[config.mk]
export PLATFORM = sky130hd
export DESIGN_NAME = codec_route_gain_config_regs
export DESIGN_NICKNAME = d
export VERILOG_FILES = /design/src/core/cfg_reg8.v /design/src/core/codec_route_gain_config_regs.v /design/src/core/rate_code_guard.v
export VERILOG_INCLUDE_DIRS = /design/src /design/src/core
export SDC_FILE = /design/constraint.sdc
export NUM_CORES = 1
export LEC_CHECK = 0
export BUFFER_PORTS_ARGS = -buffer_cell sky130_fd_sc_hd__buf_2
export CORE_UTILIZATION = 46
export DETAILED_ROUTE_END_ITERATION = 10
export GPL_TIMING_DRIVEN = 0
export PLACE_DENSITY = 0.9
export SLEW_MARGIN = 30
export SYNTH_ARGS = -nofsm -noshare
export SYNTH_HDL_FRONTEND = slang
export SYNTH_SLANG_ARGS = --single-unit
[constraint.sdc]
create_clock -name clk_i -period 2.5 [get_ports clk_i]
set_clock_uncertainty 0.1 [all_clocks]
set_input_delay 0.5 -clock clk_i [delete_from_list [all_inputs] [get_ports clk_i]]
set_output_delay 0.5 -clock clk_i [all_outputs]
set_load 0.005 [all_outputs]
[src/core/codec_cfg_regs.vh]
`ifndef CODEC_CFG_REGS_VH
`define CODEC_CFG_REGS_VH
`define ADDR_ROUTING 8'h0A
`define ADDR_GAIN 8'h0B
`define ADDR_RATE 8'h0C
`define ADDR_ECHO 8'h0D
`define RST_ROUTING 8'h10
`define RST_GAIN 8'h01
`define RST_RATE 8'h00
`define RST_ECHO 8'h00
`define ECHO_WMASK 8'h9E
`define RATE_WMASK 8'h7F
`define MIC_MUTE 3'h7
`define MIC_LAST_DEFINED 3'h3
`define PRE_MUTE 2'h2
`define RATE_RSV_BIT 2
`define RATE_VALID_CODE 3'h5
// version value is arbitrary, chosen for this build only
`define VERSION_BIT 1'h0
`endif

[src/core/cfg_reg8.v]
`timescale 1ns/100ps
`default_nettype none
// one 8-bit control register with write mask and reset value
module cfg_reg8 #(
   parameter [7:0] RESET_VAL = 8'h00,
   parameter [7:0] WMASK = 8'hFF
) (
   // clock and reset
   input wire clk_i,
   input wire sys_rst_i,
   input wire soft_rst_i,
   // write port
   input wire wr_en_i,
   input wire [7:0] wr_data_i,
   // stored value
   output reg [7:0] q_o
);
   always @(posedge clk_i) begin
      if (sys_rst_i || soft_rst_i) begin
         q_o <= RESET_VAL;
      end else if (wr_en_i) begin
         q_o <= (q_o & ~WMASK) | (wr_data_i & WMASK);
      end
   end
endmodule // cfg_reg8
`default_nettype wire

[src/core/codec_route_gain_config_regs.v]
`timescale 1ns/100ps
`default_nettype none
`include "codec_cfg_regs.vh"
module codec_route_gain_config_regs (
   // clock and reset
   input wire clk_i,
   input wire sys_rst_i,
   input wire soft_rst_i,
   // control port
   input wire wr_en_i,
   input wire [7:0] addr_i,
   input wire [7:0] wr_data_i,
   output reg [7:0] rd_data_o,
   output wire hit_o,
   // routing
   output wire handset_in_sel_o,
   output wire headset_in_sel_o,
   output wire microphone_in_sel_o,
   output wire line_in_sel_o,
   output wire caller_id_in_sel_o,
   output wire handset_out_sel_o,
   output wire headset_out_sel_o,
   output wire speaker_out_sel_o,
   // preamps
   output wire [1:0] handset_gain_o,
   output wire handset_in_mute_o,
   output wire [1:0] headset_gain_o,
   output wire headset_in_mute_o,
   output wire [2:0] mic_gain_o,
   output wire mic_mute_o,
   output wire speaker_pd_o,
   // frame rate and bias
   output wire [2:0] frame_sync_rate_o,
   output wire [3:0] bias_voltage_code_o,
   // echo and flags
   output wire handset_out_pd_o,
   output wire [2:0] echo_gain_o,
   output wire echo_mute_o,
   output wire valid_flag_en_o,
   // transmit sample marking
   input wire [15:0] tx_sample_i,
   input wire tx_sample_valid_i,
   output reg [15:0] tx_sample_o
);
   wire [7:0] routing_r;
   wire [7:0] gain_r;
   wire [7:0] rate_r;
   wire [7:0] echo_r;
   wire sel_routing;
   wire sel_gain;
   wire sel_rate;
   wire sel_echo;

   assign sel_routing = (addr_i == `ADDR_ROUTING);
   assign sel_gain = (addr_i == `ADDR_GAIN);
   assign sel_rate = (addr_i == `ADDR_RATE);
   assign sel_echo = (addr_i == `ADDR_ECHO);
   assign hit_o = sel_routing | sel_gain | sel_rate | sel_echo;

   // soft reset returns all four banks to their reset values
   cfg_reg8 #(.RESET_VAL(`RST_ROUTING), .WMASK(8'hFF)) u_routing (
      .clk_i(clk_i), .sys_rst_i(sys_rst_i), .soft_rst_i(soft_rst_i),
      .wr_en_i(wr_en_i & sel_routing), .wr_data_i(wr_data_i), .q_o(routing_r));
   cfg_reg8 #(.RESET_VAL(`RST_GAIN), .WMASK(8'hFF)) u_gain (
      .clk_i(clk_i), .sys_rst_i(sys_rst_i), .soft_rst_i(soft_rst_i),
      .wr_en_i(wr_en_i & sel_gain), .wr_data_i(wr_data_i), .q_o(gain_r));
   // bit 7 has no function, kept at zero
   cfg_reg8 #(.RESET_VAL(`RST_RATE), .WMASK(`RATE_WMASK)) u_rate (
      .clk_i(clk_i), .sys_rst_i(sys_rst_i), .soft_rst_i(soft_rst_i),
      .wr_en_i(wr_en_i & sel_rate), .wr_data_i(wr_data_i), .q_o(rate_r));
   // bits 6,5 don't care and bit 0 read-only: not stored
   cfg_reg8 #(.RESET_VAL(`RST_ECHO), .WMASK(`ECHO_WMASK)) u_echo (
      .clk_i(clk_i), .sys_rst_i(sys_rst_i), .soft_rst_i(soft_rst_i),
      .wr_en_i(wr_en_i & sel_echo), .wr_data_i(wr_data_i), .q_o(echo_r));

   assign handset_in_sel_o = routing_r[7];
   assign headset_in_sel_o = routing_r[6];
   assign microphone_in_sel_o = routing_r[5];
   assign line_in_sel_o = routing_r[4];
   assign caller_id_in_sel_o = routing_r[3];
   assign handset_out_sel_o = routing_r[2];
   assign headset_out_sel_o = routing_r[1];
   assign speaker_out_sel_o = routing_r[0];

   assign handset_gain_o = gain_r[7:6];
   assign handset_in_mute_o = (gain_r[7:6] == `PRE_MUTE);
   assign headset_gain_o = gain_r[5:4];
   assign headset_in_mute_o = (gain_r[5:4] == `PRE_MUTE);
   assign mic_gain_o = gain_r[3:1];
   // undefined codes 100..110 treated as mute to be safe
   assign mic_mute_o = (gain_r[3:1] > `MIC_LAST_DEFINED);
   assign speaker_pd_o = gain_r[0];

   rate_code_guard u_rate_guard (
      .clk_i(clk_i), .sys_rst_i(sys_rst_i), .soft_rst_i(soft_rst_i),
      .code_i(rate_r[6:4]), .rate_o(frame_sync_rate_o));
   assign bias_voltage_code_o = rate_r[3:0];

   assign handset_out_pd_o = echo_r[7];
   assign echo_gain_o = echo_r[4:2];
   assign echo_mute_o = (echo_r[4:2] == `MIC_MUTE);
   assign valid_flag_en_o = ~echo_r[1];

   // read mux; unmapped addresses read zero
   always @* begin
      case (addr_i)
         `ADDR_ROUTING: rd_data_o = routing_r;
         `ADDR_GAIN: rd_data_o = gain_r;
         `ADDR_RATE: rd_data_o = rate_r;
         `ADDR_ECHO: rd_data_o = {echo_r[7:1], `VERSION_BIT};
         default: rd_data_o = 8'h00;
      endcase
   end

   // msb carries validity when flag enabled
   always @(posedge clk_i) begin
      if (sys_rst_i) begin
         tx_sample_o <= 16'h0000;
      end else if (valid_flag_en_o) begin
         tx_sample_o <= {tx_sample_valid_i, tx_sample_i[14:0]};
      end else begin
         tx_sample_o <= tx_sample_i;
      end
   end
endmodule // codec_route_gain_config_regs
`default_nettype wire

[src/core/rate_code_guard.v]
`timescale 1ns/100ps
`default_nettype none
`include "codec_cfg_regs.vh"
// holds last legal frame-rate code; reserved codes are dropped
module rate_code_guard (
   // clock and reset
   input wire clk_i,
   input wire sys_rst_i,
   input wire soft_rst_i,
   // register value
   input wire [2:0] code_i,
   // effective rate
   output reg [2:0] rate_o
);
   wire legal;
   // reserved codes 100,110,111 would confuse the clock dividers
   assign legal = ~code_i[`RATE_RSV_BIT] || (code_i == `RATE_VALID_CODE);
   always @(posedge clk_i) begin
      if (sys_rst_i || soft_rst_i) begin
         rate_o <= 3'h0;
      end else if (legal) begin
         rate_o <= code_i;
      end
   end
endmodule // rate_code_guard
`default_nettype wire

==> summary.txt, run 1 <==
outcome: finished clean
Slew Limit Fails: 0
power density over the cells: 515 nW/um2
number of inserted diodes: 0
Max IR drop VDD: 478 uV
end of the worst register-to-register path: u_rate_guard.rate_o[1]
Worst slew margin: 0.539
TritonCTS clock tree: yes
Routed Antenna Nets: 0
nets: 342
Area growth syn-to-layout: 31.4%
critical hold path startpoint: sys_rst_i
Mapped Area: 2010 um2
top sig layer: met4
postcts setup bufs: 0
Hold WC Path Type: in2reg
area of the multi-input gates: 951 um2
setup violators final: 0
met2 routed WL: 2.44 mm
CP required: 1.90 ns
Top FF cell, synth: dfxtp_1
ranking of synthesized cells by area: dfxtp_1 (47%), mux2i_1 (20%), nand2_1 (6.9%)
core area: 4090 um2
Root Driver: clkbuf_8
FF/Latch Area: 941 um2
share of the synthesized area in the top cell type: 0.468
DR vias: 1832
# DRC: 0
Initial Utilization: 0.492
start of the worst register-to-register path: u_rate.q_o[6]
die area: 4640 um2
worst slack at placement: -0.228 ns
depth of the CTS H-tree: 2
Final GP Congestion: 0.808
fin util: 0.647
flops & latches, synth: 47
final worst-path cycle share: 0.973
HPWL after DPL: 3.66 mm
vias per inst: 5.15
R2R depth: 3
Fin Setup TNS: 0 ns
initial antenna violation count: 0
Routed WL per cell: 13.9 um
Synth top cells by count: dfxtp_1 (47), mux2i_1 (41), nand2_1 (37), nor2b_1 (17), nor2_1 (11)
Final Hold Slack: 0.305 ns
Critical Path Source: addr_i[0]
Seq/Total Area, Yosys: 0.468
largest net degree at the start of global routing: 14
Longest Clk Path Bufs: 2
syn_area_per_cell: 9.76 um2
metal3 WL: 403 um
CP startpoint kind: input pin
WS Path Type: in2out
crit-path max FO: 10
post-route minimum period: 2.43 ns
ys async rst share: 0
Metal-1 WL: 2.06 mm
number of core rows: 23
Synthesized Nets: 243
clock buffer count from CTS: 5
Gate Count Post-Synth: 206
synth warn: 0
drt pass-1 iters: 4
die extent in y: 68.1 um
first-pass GRT wire length: 7.13 mm
distinct cell type count after synthesis: 28
io pins: 94
max_cap viols: 0
Worst-path clk slew: 0.08 ns
CP endpoint: rd_data_o[0]
total gr overflow: 0
final hold viol count: 0
R2R setup slack: 1.53 ns
CP Capture Type: output pin
Worst Tran Pin Value: 0.686 ns
latest clock arrival within the worst-skew pair: 0.29 ns
WL final: 4.96 mm
number of fill cells in the layout: 362
Total GRT Usage: 0.210
most area-hungry cell type in the Yosys netlist: dfxtp_1
Post-synth EDFFs: 0
Leak: 1.36 nW
Arr. time, crit path: 1.83 ns
fraction of layout cells with a size suffix above 1: 0.373
cell with the most instances after synthesis: dfxtp_1
die width: 68.1 um
fmax: 411 MHz
vias in the first global route: 1603
Initial DRC Count: 91
clock sink count: 47
min setup slack post-route: 0.0683 ns
input/output buffers: 92
worst min path at each step:
stage,end,slack [ns],depth (start not counted)
2_1_floorplan,u_rate.q_o[1],0.35,2
3_3_place_gp,u_routing.q_o[7],0.36,2
3_5_place_dp,u_rate.q_o[2],0.37,2
4_1_cts,tx_sample_o[0],0.30,2
5_1_grt,tx_sample_o[8],0.31,2
6_report,tx_sample_o[0],0.31,2
layout make-up:
| cell class | instances | share of cell area |
|---|---|---|
| clock buffers | 8 | 0.0379 |
| plain buffers | 18 | 0.0426 |
| well taps | 50 | 0.0237 |
| flip-flops and latches | 47 | 0.356 |
| inverters | 4 | 0.00568 |
| repair buffers | 92 | 0.174 |
| multi-input cells | 137 | 0.360 |
power breakdown:
part           total (W)  switching, W  internal, W
Clock           0.000485      0.000233     0.000252
Sequential      0.000765    0.00000319     0.000762
Combinational   0.000111     0.0000594    0.0000518
Total            0.00136      0.000296      0.00107
worst max-delay path: stages:
cell and delay (ns):
clkbuf_1 0.33, clkbuf_4 0.36, mux2i_1 0.25, a2bb2oi_1 0.18, nor2_1 0.06, buf_2 0.14
cells in the final DEF, fill, tap and decap left out, drive strengths merged:
| master | n |
|---|---|
| a21oi | 2 |
| a22oi | 1 |
| a2bb2oi | 3 |
| and3 | 1 |
| and4b | 1 |
| buf | 101 |
| clkbuf | 17 |
| dfxtp | 47 |
| inv | 4 |
| mux2i | 41 |
| nand2 | 37 |
| nand2b | 3 |
| nand3 | 1 |
| nand4b | 1 |
| nor2 | 11 |
| nor2b | 17 |
| nor3 | 5 |
| nor3b | 1 |
| nor4 | 1 |
| nor4b | 1 |
| o211a | 1 |
| o21a | 1 |
| o21ai | 1 |
| o22a | 4 |
| or4 | 2 |
| or4b | 1 |
sequential cells by signal, indices dropped and copies added (netlist names):
register,count
tx_sample_o,16
u_gain.q_o,8
u_routing.q_o,8
u_rate.q_o,7
u_echo.q_o,5
u_rate_guard.rate_o,3
routing by layer:
layer / global-route usage / vias to the layer above
met2: 0.370 / 85
li1: - / 890
met5: 0 / -
met1: 0.236 / 852
met3: 0.0667 / 5
met4: 0.0755 / 0
stage by stage:
stage               area, um2  total power [W]  cells
global placement         2530         0.000889    348
finish                   2640          0.00136    356
detailed placement       2530         0.000892    348
global route             2640          0.00141    356
CTS                      2640          0.00137    356
floorplan                2010         0.000834    206
timing repair:
| action | in CTS | in global routing |
|---|---|---|
| resized for setup | 1 | 2 |
| hold buffers | 0 | 0 |
| endpoints found under the setup margin | 8 | 3 |
logic make-up (layout without fill, tap and decap cells):
kind of cell	after synthesis	in the layout	share of synthesized area
buf+inv	22	122	0.0616
mux	41	41	0.204
compound gates	13	13	0.0504
simple gates	83	83	0.216
flops	47	47	0.468
No activity file was read; power rests on OpenSTA's default activity.
==> run 2: changes to the inputs <==
Clock period 2.5 ns to 2.79 ns, I/O delays scaled along.
==> run 2 against run 1 <==
Sequential power shrank 10%. Utilization down 0.18 points. Cell count did not move. Setup slack better by 0.13 ns. Critical endpoint is now rd_data_o[5].
==> summary.txt, run 2 (synthesized netlist as in run 1, its figures left out) <==
Routed WL per cell: 13.7 um (was 13.9 um)
DP Area: 2530 um2 (unchanged)
Hold WC Path Type: in2reg (unchanged)
io pins: 94 (unchanged)
Worst slew margin: 0.535 (was 0.539)
final worst-path cycle share: 0.930
drt pass-1 iters: 4 (unchanged)
commonest non-fill, non-tap cell in the layout: buf_2 (unchanged)
Worst-path clk slew: 0.08 ns (about the same)
hold_buf cts: 0 (unchanged)
vias in the first global route: 1603 (unchanged)
max_cap viols: 0 (unchanged)
# DRC: 0 (unchanged)
DR vias: 1830 (was 1832)
number of core rows: 23 (unchanged)
R2R setup slack: 1.80 ns (was 1.53 ns)
largest net degree at the start of global routing: 14 (unchanged)
postcts setup bufs: 0 (unchanged)
max reg flops: 16 (unchanged)
Root Driver: clkbuf_8 (unchanged)
fraction of layout cells with a size suffix above 1: 0.369 (was 0.373)
start of the worst register-to-register path: u_rate.q_o[6] (unchanged)
Final Hold Slack: 0.364 ns (was 0.305 ns)
nets: 342 (unchanged)
number of inserted diodes: 0 (unchanged)
Final GP Congestion: 0.808 (unchanged)
total gr overflow: 0 (unchanged)
met1 Usage GRT: 0.236 (unchanged)
HPWL after DPL: 3.66 mm (unchanged)
power density over the cells: 462 nW/um2 (was 515 nW/um2)
Longest Clk Path Bufs: 2 (unchanged)
WS Path Type: in2out (unchanged)
depth of the CTS H-tree: 2 (unchanged)
Initial DRC Count: 121 (was 91)
core area: 4090 um2 (unchanged)
Initial Utilization: 0.492 (unchanged)
Hold Path End: tx_sample_o[0] (unchanged)
first-pass GRT wire length: 7.13 mm (unchanged)
setup violators final: 0 (unchanged)
die extent in y: 68.1 um (unchanged)
end of the worst register-to-register path: u_rate_guard.rate_o[1] (unchanged)
crit-path max FO: 10 (unchanged)
critical hold path startpoint: sys_rst_i (unchanged)
Area growth syn-to-layout: 31.1% (was 31.4%)
final hold viol count: 0 (unchanged)
Finished Cell Area: 2640 um2 (about the same)
latest clock arrival within the worst-skew pair: 0.29 ns (about the same)
cell depth of the worst hold path: 2 (unchanged)
vias per inst: 5.14 (was 5.15)
unrepaired setup endpoints after global routing: false
Routed Antenna Nets: 0 (unchanged)
top flop regs: tx_sample_o: 16 flops, u_gain.q_o: 8 flops, u_routing.q_o: 8 flops (unchanged)
die width: 68.1 um (unchanged)
fmax: 386 MHz
worst slack at placement: -0.0544 ns (was -0.228 ns)
min setup slack post-route: 0.197 ns (was 0.0683 ns)
Leak: 1.36 nW (about the same)
die area: 4640 um2 (unchanged)
Total GRT Usage: 0.210 (unchanged)
Design Power: 0.00122 W (was 0.00136 W)
Max IR drop VDD: 428 uV (was 478 uV)
CP Capture Type: output pin (unchanged)
fin util: 0.645 (was 0.647)
Global Route met3 Usage: 0.0667 (unchanged)
Worst Tran Pin Value: 0.693 ns (was 0.686 ns)
initial antenna violation count: 0 (unchanged)
most frequent cells in the layout: buf_2 (93), dfxtp_1 (47), mux2i_1 (41) (was buf_2 (92), dfxtp_1 (47), mux2i_1 (41))
Arr. time, crit path: 1.94 ns (was 1.83 ns)
grt met2 use: 0.370 (unchanged)
input/output buffers: 92 (unchanged)
clock buffer count from CTS: 5 (unchanged)
CP startpoint kind: input pin (unchanged)
R2R depth: 3 (unchanged)
TritonCTS clock tree: yes (unchanged)
outcome: finished clean (unchanged)
post-route minimum period: 2.59 ns
GR peak layer: met2 (unchanged)
CP required: 2.13 ns (was 1.90 ns)
WL final: 4.89 mm (was 4.96 mm)
clock sink count: 47 (unchanged)
Slew Limit Fails: 0 (unchanged)
Reg with most FFs: tx_sample_o (unchanged)
[run 2: worst max-delay path, cell delays in order]
cell and delay [ns]:
clkbuf_1 0.20, buf_2 0.29, nor3b_1 0.48, a2bb2oi_1 0.12, nor2_1 0.15, buf_2 0.14
[run 2: stage by stage]
step           cells  setup TNS, ns
6_report         356              0
5_1_grt          356              0
3_5_place_dp     348        -0.0564
3_3_place_gp     348        -0.0401
4_1_cts          356              0
2_1_floorplan    206              0
[run 2: how the worst max path moves through the flow]
| stage | startpoint | end | slack [ns] | cells after the start |
|---|---|---|---|---|
| 2_1_floorplan | addr_i[0] | rd_data_o[0] | 0.42 | 5 |
| 3_3_place_gp | addr_i[0] | rd_data_o[6] | -0.04 | 6 |
| 3_5_place_dp | addr_i[0] | rd_data_o[6] | -0.05 | 6 |
| 4_1_cts | addr_i[0] | rd_data_o[0] | 0.23 | 6 |
| 5_1_grt | addr_i[0] | rd_data_o[5] | 0.12 | 6 |
| 6_report | addr_i[0] | rd_data_o[5] | 0.20 | 6 |
[run 2: layout make-up]
type,instances,area [um2]
Timing Repair Buffer,92,460
Tap cell,50,62.6
Clock buffer,8,100
Inverter,4,15.0
Sequential cell,47,941
Fill cell,361,1450
Buffer,18,110
Multi-Input combinational cell,137,946
[run 2: layer usage]
layer,up-vias,share of wire
li1,892,-
met1,853,0.42
met2,80,0.49
met3,5,0.081
met4,0,0.011
met5,-,0
[run 2: where the power goes]
part,internal [W],switching (W),total (W)
logic,0.0000458,0.0000526,0.0000984
registers,0.000682,0.00000287,0.000685
clock network,0.000226,0.000207,0.000433
total,0.000954,0.000263,0.00122
[run 2: what timing repair did]
| action | CTS | global route |
|---|---|---|
| hold endpoints to repair | 0 | 0 |
| gates resized for setup | 1 | 0 |
| setup endpoints to repair | 3 | 0 |
==> run 3: changes to the inputs <==
Settings changed: HOLD_SLACK_MARGIN set to 0.08, SLEW_MARGIN 30 to 20, SYNTH_HIERARCHICAL set to 1.
==> run 3 against run 2 <==
Sequential share of layout area shrank 0.084 points. Setup slack gained 0.43 ns. Combinational power grew 9%. Utilization shrank 0.30 points. Cell area grew 0.24%. First-iteration DRC count shrank 49%. Critical path depth is the same. Critical endpoint is now hit_o. Critical path type unchanged.
==> summary.txt, run 3 <==
number of core rows: 23 (unchanged)
worst slack at placement: 0.609 ns (was -0.0544 ns)
number of fill cells in the layout: 354 (was 361)
CP cell instances: buf_2 -> nor4_1 -> and2_2 -> buf_6 -> a21boi_2 -> buf_2 (was clkbuf_1 -> buf_2 -> nor3b_1 -> a2bb2oi_1 -> nor2_1 -> buf_2)
die area: 4690 um2 (was 4640 um2)
WP buf/inv: 3 (unchanged)
HPWL after DPL: 3.54 mm (was 3.66 mm)
post-route minimum period: 2.16 ns (was 2.59 ns)
Area growth syn-to-layout: 29.9% (was 31.1%)
Root Driver: clkbuf_8 (unchanged)
Routed WL per cell: 13.8 um (was 13.7 um)
Arr. time, crit path: 1.51 ns (was 1.94 ns)
Leak: 1.26 nW (was 1.36 nW)
critical path's slowest cell: nor4_1 (was nor3b_1)
total gr overflow: 0 (unchanged)
Longest Clk Path Bufs: 2 (unchanged)
outcome: finished clean (unchanged)
Initial DRC Count: 62 (was 121)
clock buffer count from CTS: 5 (unchanged)
depth of the CTS H-tree: 2 (unchanged)
min setup slack post-route: 0.627 ns (was 0.197 ns)
Final GP Congestion: 0.741 (was 0.808)
die width: 68.5 um (was 68.1 um)
input/output buffers: 92 (unchanged)
top flop regs: tx_sample_o: 16 flops, u_gain/q_o: 8 flops, u_routing/q_o: 8 flops (was tx_sample_o: 16 flops, u_gain.q_o: 8 flops, u_routing.q_o: 8 flops)
WL final: 4.84 mm (was 4.89 mm)
max_cap viols: 0 (unchanged)
commonest non-fill, non-tap cell in the layout: buf_2 (unchanged)
Slew Limit Fails: 0 (unchanged)
# DRC: 0 (unchanged)
crit-path max FO: 10 (unchanged)
Placed Instances: 342 (was 348)
synth warn: 6 (was 0)
initial antenna violation count: 0 (unchanged)
CP startpoint kind: input pin (unchanged)
max reg flops: 16 (unchanged)
first-pass GRT wire length: 7.29 mm (was 7.13 mm)
Fin Setup TNS: 0 ns (unchanged)
vias per inst: 5.11 (was 5.14)
syn_area_per_cell: 10.2 um2 (was 9.76 um2)
post_cts resized: 0 (was 1)
DR vias: 1790 (was 1830)
DP Area: 2560 um2 (was 2530 um2)
Routed Antenna Nets: 0 (unchanged)
nets: 336 (was 342)
final worst-path cycle share: 0.775 (was 0.930)
Reg with most FFs: tx_sample_o (unchanged)
fmax: 462 MHz (was 386 MHz)
Final Hold Slack: 0.370 ns (was 0.364 ns)
Finished Cell Area: 2640 um2 (about the same)
latest clock arrival within the worst-skew pair: 0.29 ns (about the same)
core area: 4120 um2 (was 4090 um2)
Worst-path clk slew: 0.08 ns (about the same)
number of inserted diodes: 0 (unchanged)
fraction of layout cells with a size suffix above 1: 0.393 (was 0.369)
Gate Count Post-Synth: 199 (was 206)
Slowest Stage Delay on Critical Path: 0.23 ns (was 0.48 ns)
most frequent cells in the layout: buf_2 (97), dfxtp_1 (47), mux2i_1 (42) (was buf_2 (93), dfxtp_1 (47), mux2i_1 (41))
TritonCTS clock tree: yes (unchanged)
largest net degree at the start of global routing: 17 (was 14)
postcts setup bufs: 0 (unchanged)
WS Path Type: in2out (unchanged)
drt pass-1 iters: 4 (unchanged)
Max IR drop VDD: 402 uV (was 428 uV)
Layout Cells excl Fill: 350 (was 356)
area of the multi-input gates: 945 um2 (was 946 um2)
CP required: 2.13 ns (about the same)
Hold WC Path Type: in2reg (unchanged)
Initial Utilization: 0.494 (was 0.492)
setup violators final: 0 (unchanged)
io pins: 94 (unchanged)
Total GRT Usage: 0.216 (was 0.210)
FF/Latch Area: 941 um2 (unchanged)
clock sink count: 47 (unchanged)
Mapped Area: 2030 um2 (was 2010 um2)
final hold viol count: 0 (unchanged)
CP Capture Type: output pin (unchanged)
vias in the first global route: 1585 (was 1603)
die extent in y: 68.5 um (was 68.1 um)
unrepaired setup endpoints after global routing: false (unchanged)
CP top delay family: simple AND/OR/NAND/NOR gates (was buffers and inverters)
hold_buf cts: 0 (unchanged)
CP most frequent cell: buf_2 (unchanged)
power density over the cells: 448 nW/um2 (was 462 nW/um2)
[run 3: routing by layer]
layer	vias up	track usage	routed length [um]
met5	-	0	0
met4	0	0.0703	74
met3	7	0.0700	474
met2	97	0.371	2280
met1	824	0.250	2010
li1	862	-	-
[run 3: area by class of cell]
type | instances | area share
buffer | 17 | 0.0516
clock buffer | 7 | 0.0289
clock inverter | 1 | 0.00189
inverter | 4 | 0.00568
multi-input combinational | 132 | 0.358
sequential | 47 | 0.356
tap | 50 | 0.0237
timing repair buffer | 92 | 0.174
[run 3: path summary, 6_finish.rpt]
kind,startpoint,endpoint,slack (ns),depth (start not counted)
max,addr_i[5],hit_o,0.63,6
min,tx_sample_i[5],tx_sample_o[5],0.37,2
max reg2reg,u_rate/q_o[6],u_rate_guard/rate_o[1],1.80,2
min reg2reg,u_rate_guard/rate_o[0],u_rate_guard/rate_o[0],0.37,2
[run 3: metrics by stage]
| step | util | total power [W] |
|---|---|---|
| 2_1_floorplan | - | 0.000752 |
| 3_3_place_gp | 0.622 | 0.000805 |
| 3_5_place_dp | 0.622 | 0.000807 |
| 4_1_cts | 0.642 | 0.00119 |
| 5_1_grt | 0.642 | 0.00123 |
| 6_report | 0.642 | 0.00118 |
[run 3: power breakdown]
part	switching [W]	internal [W]
clock network	0.000214	0.000176
logic	0.0000526	0.0000544
registers	0.00000292	0.000683
total	0.000269	0.000913
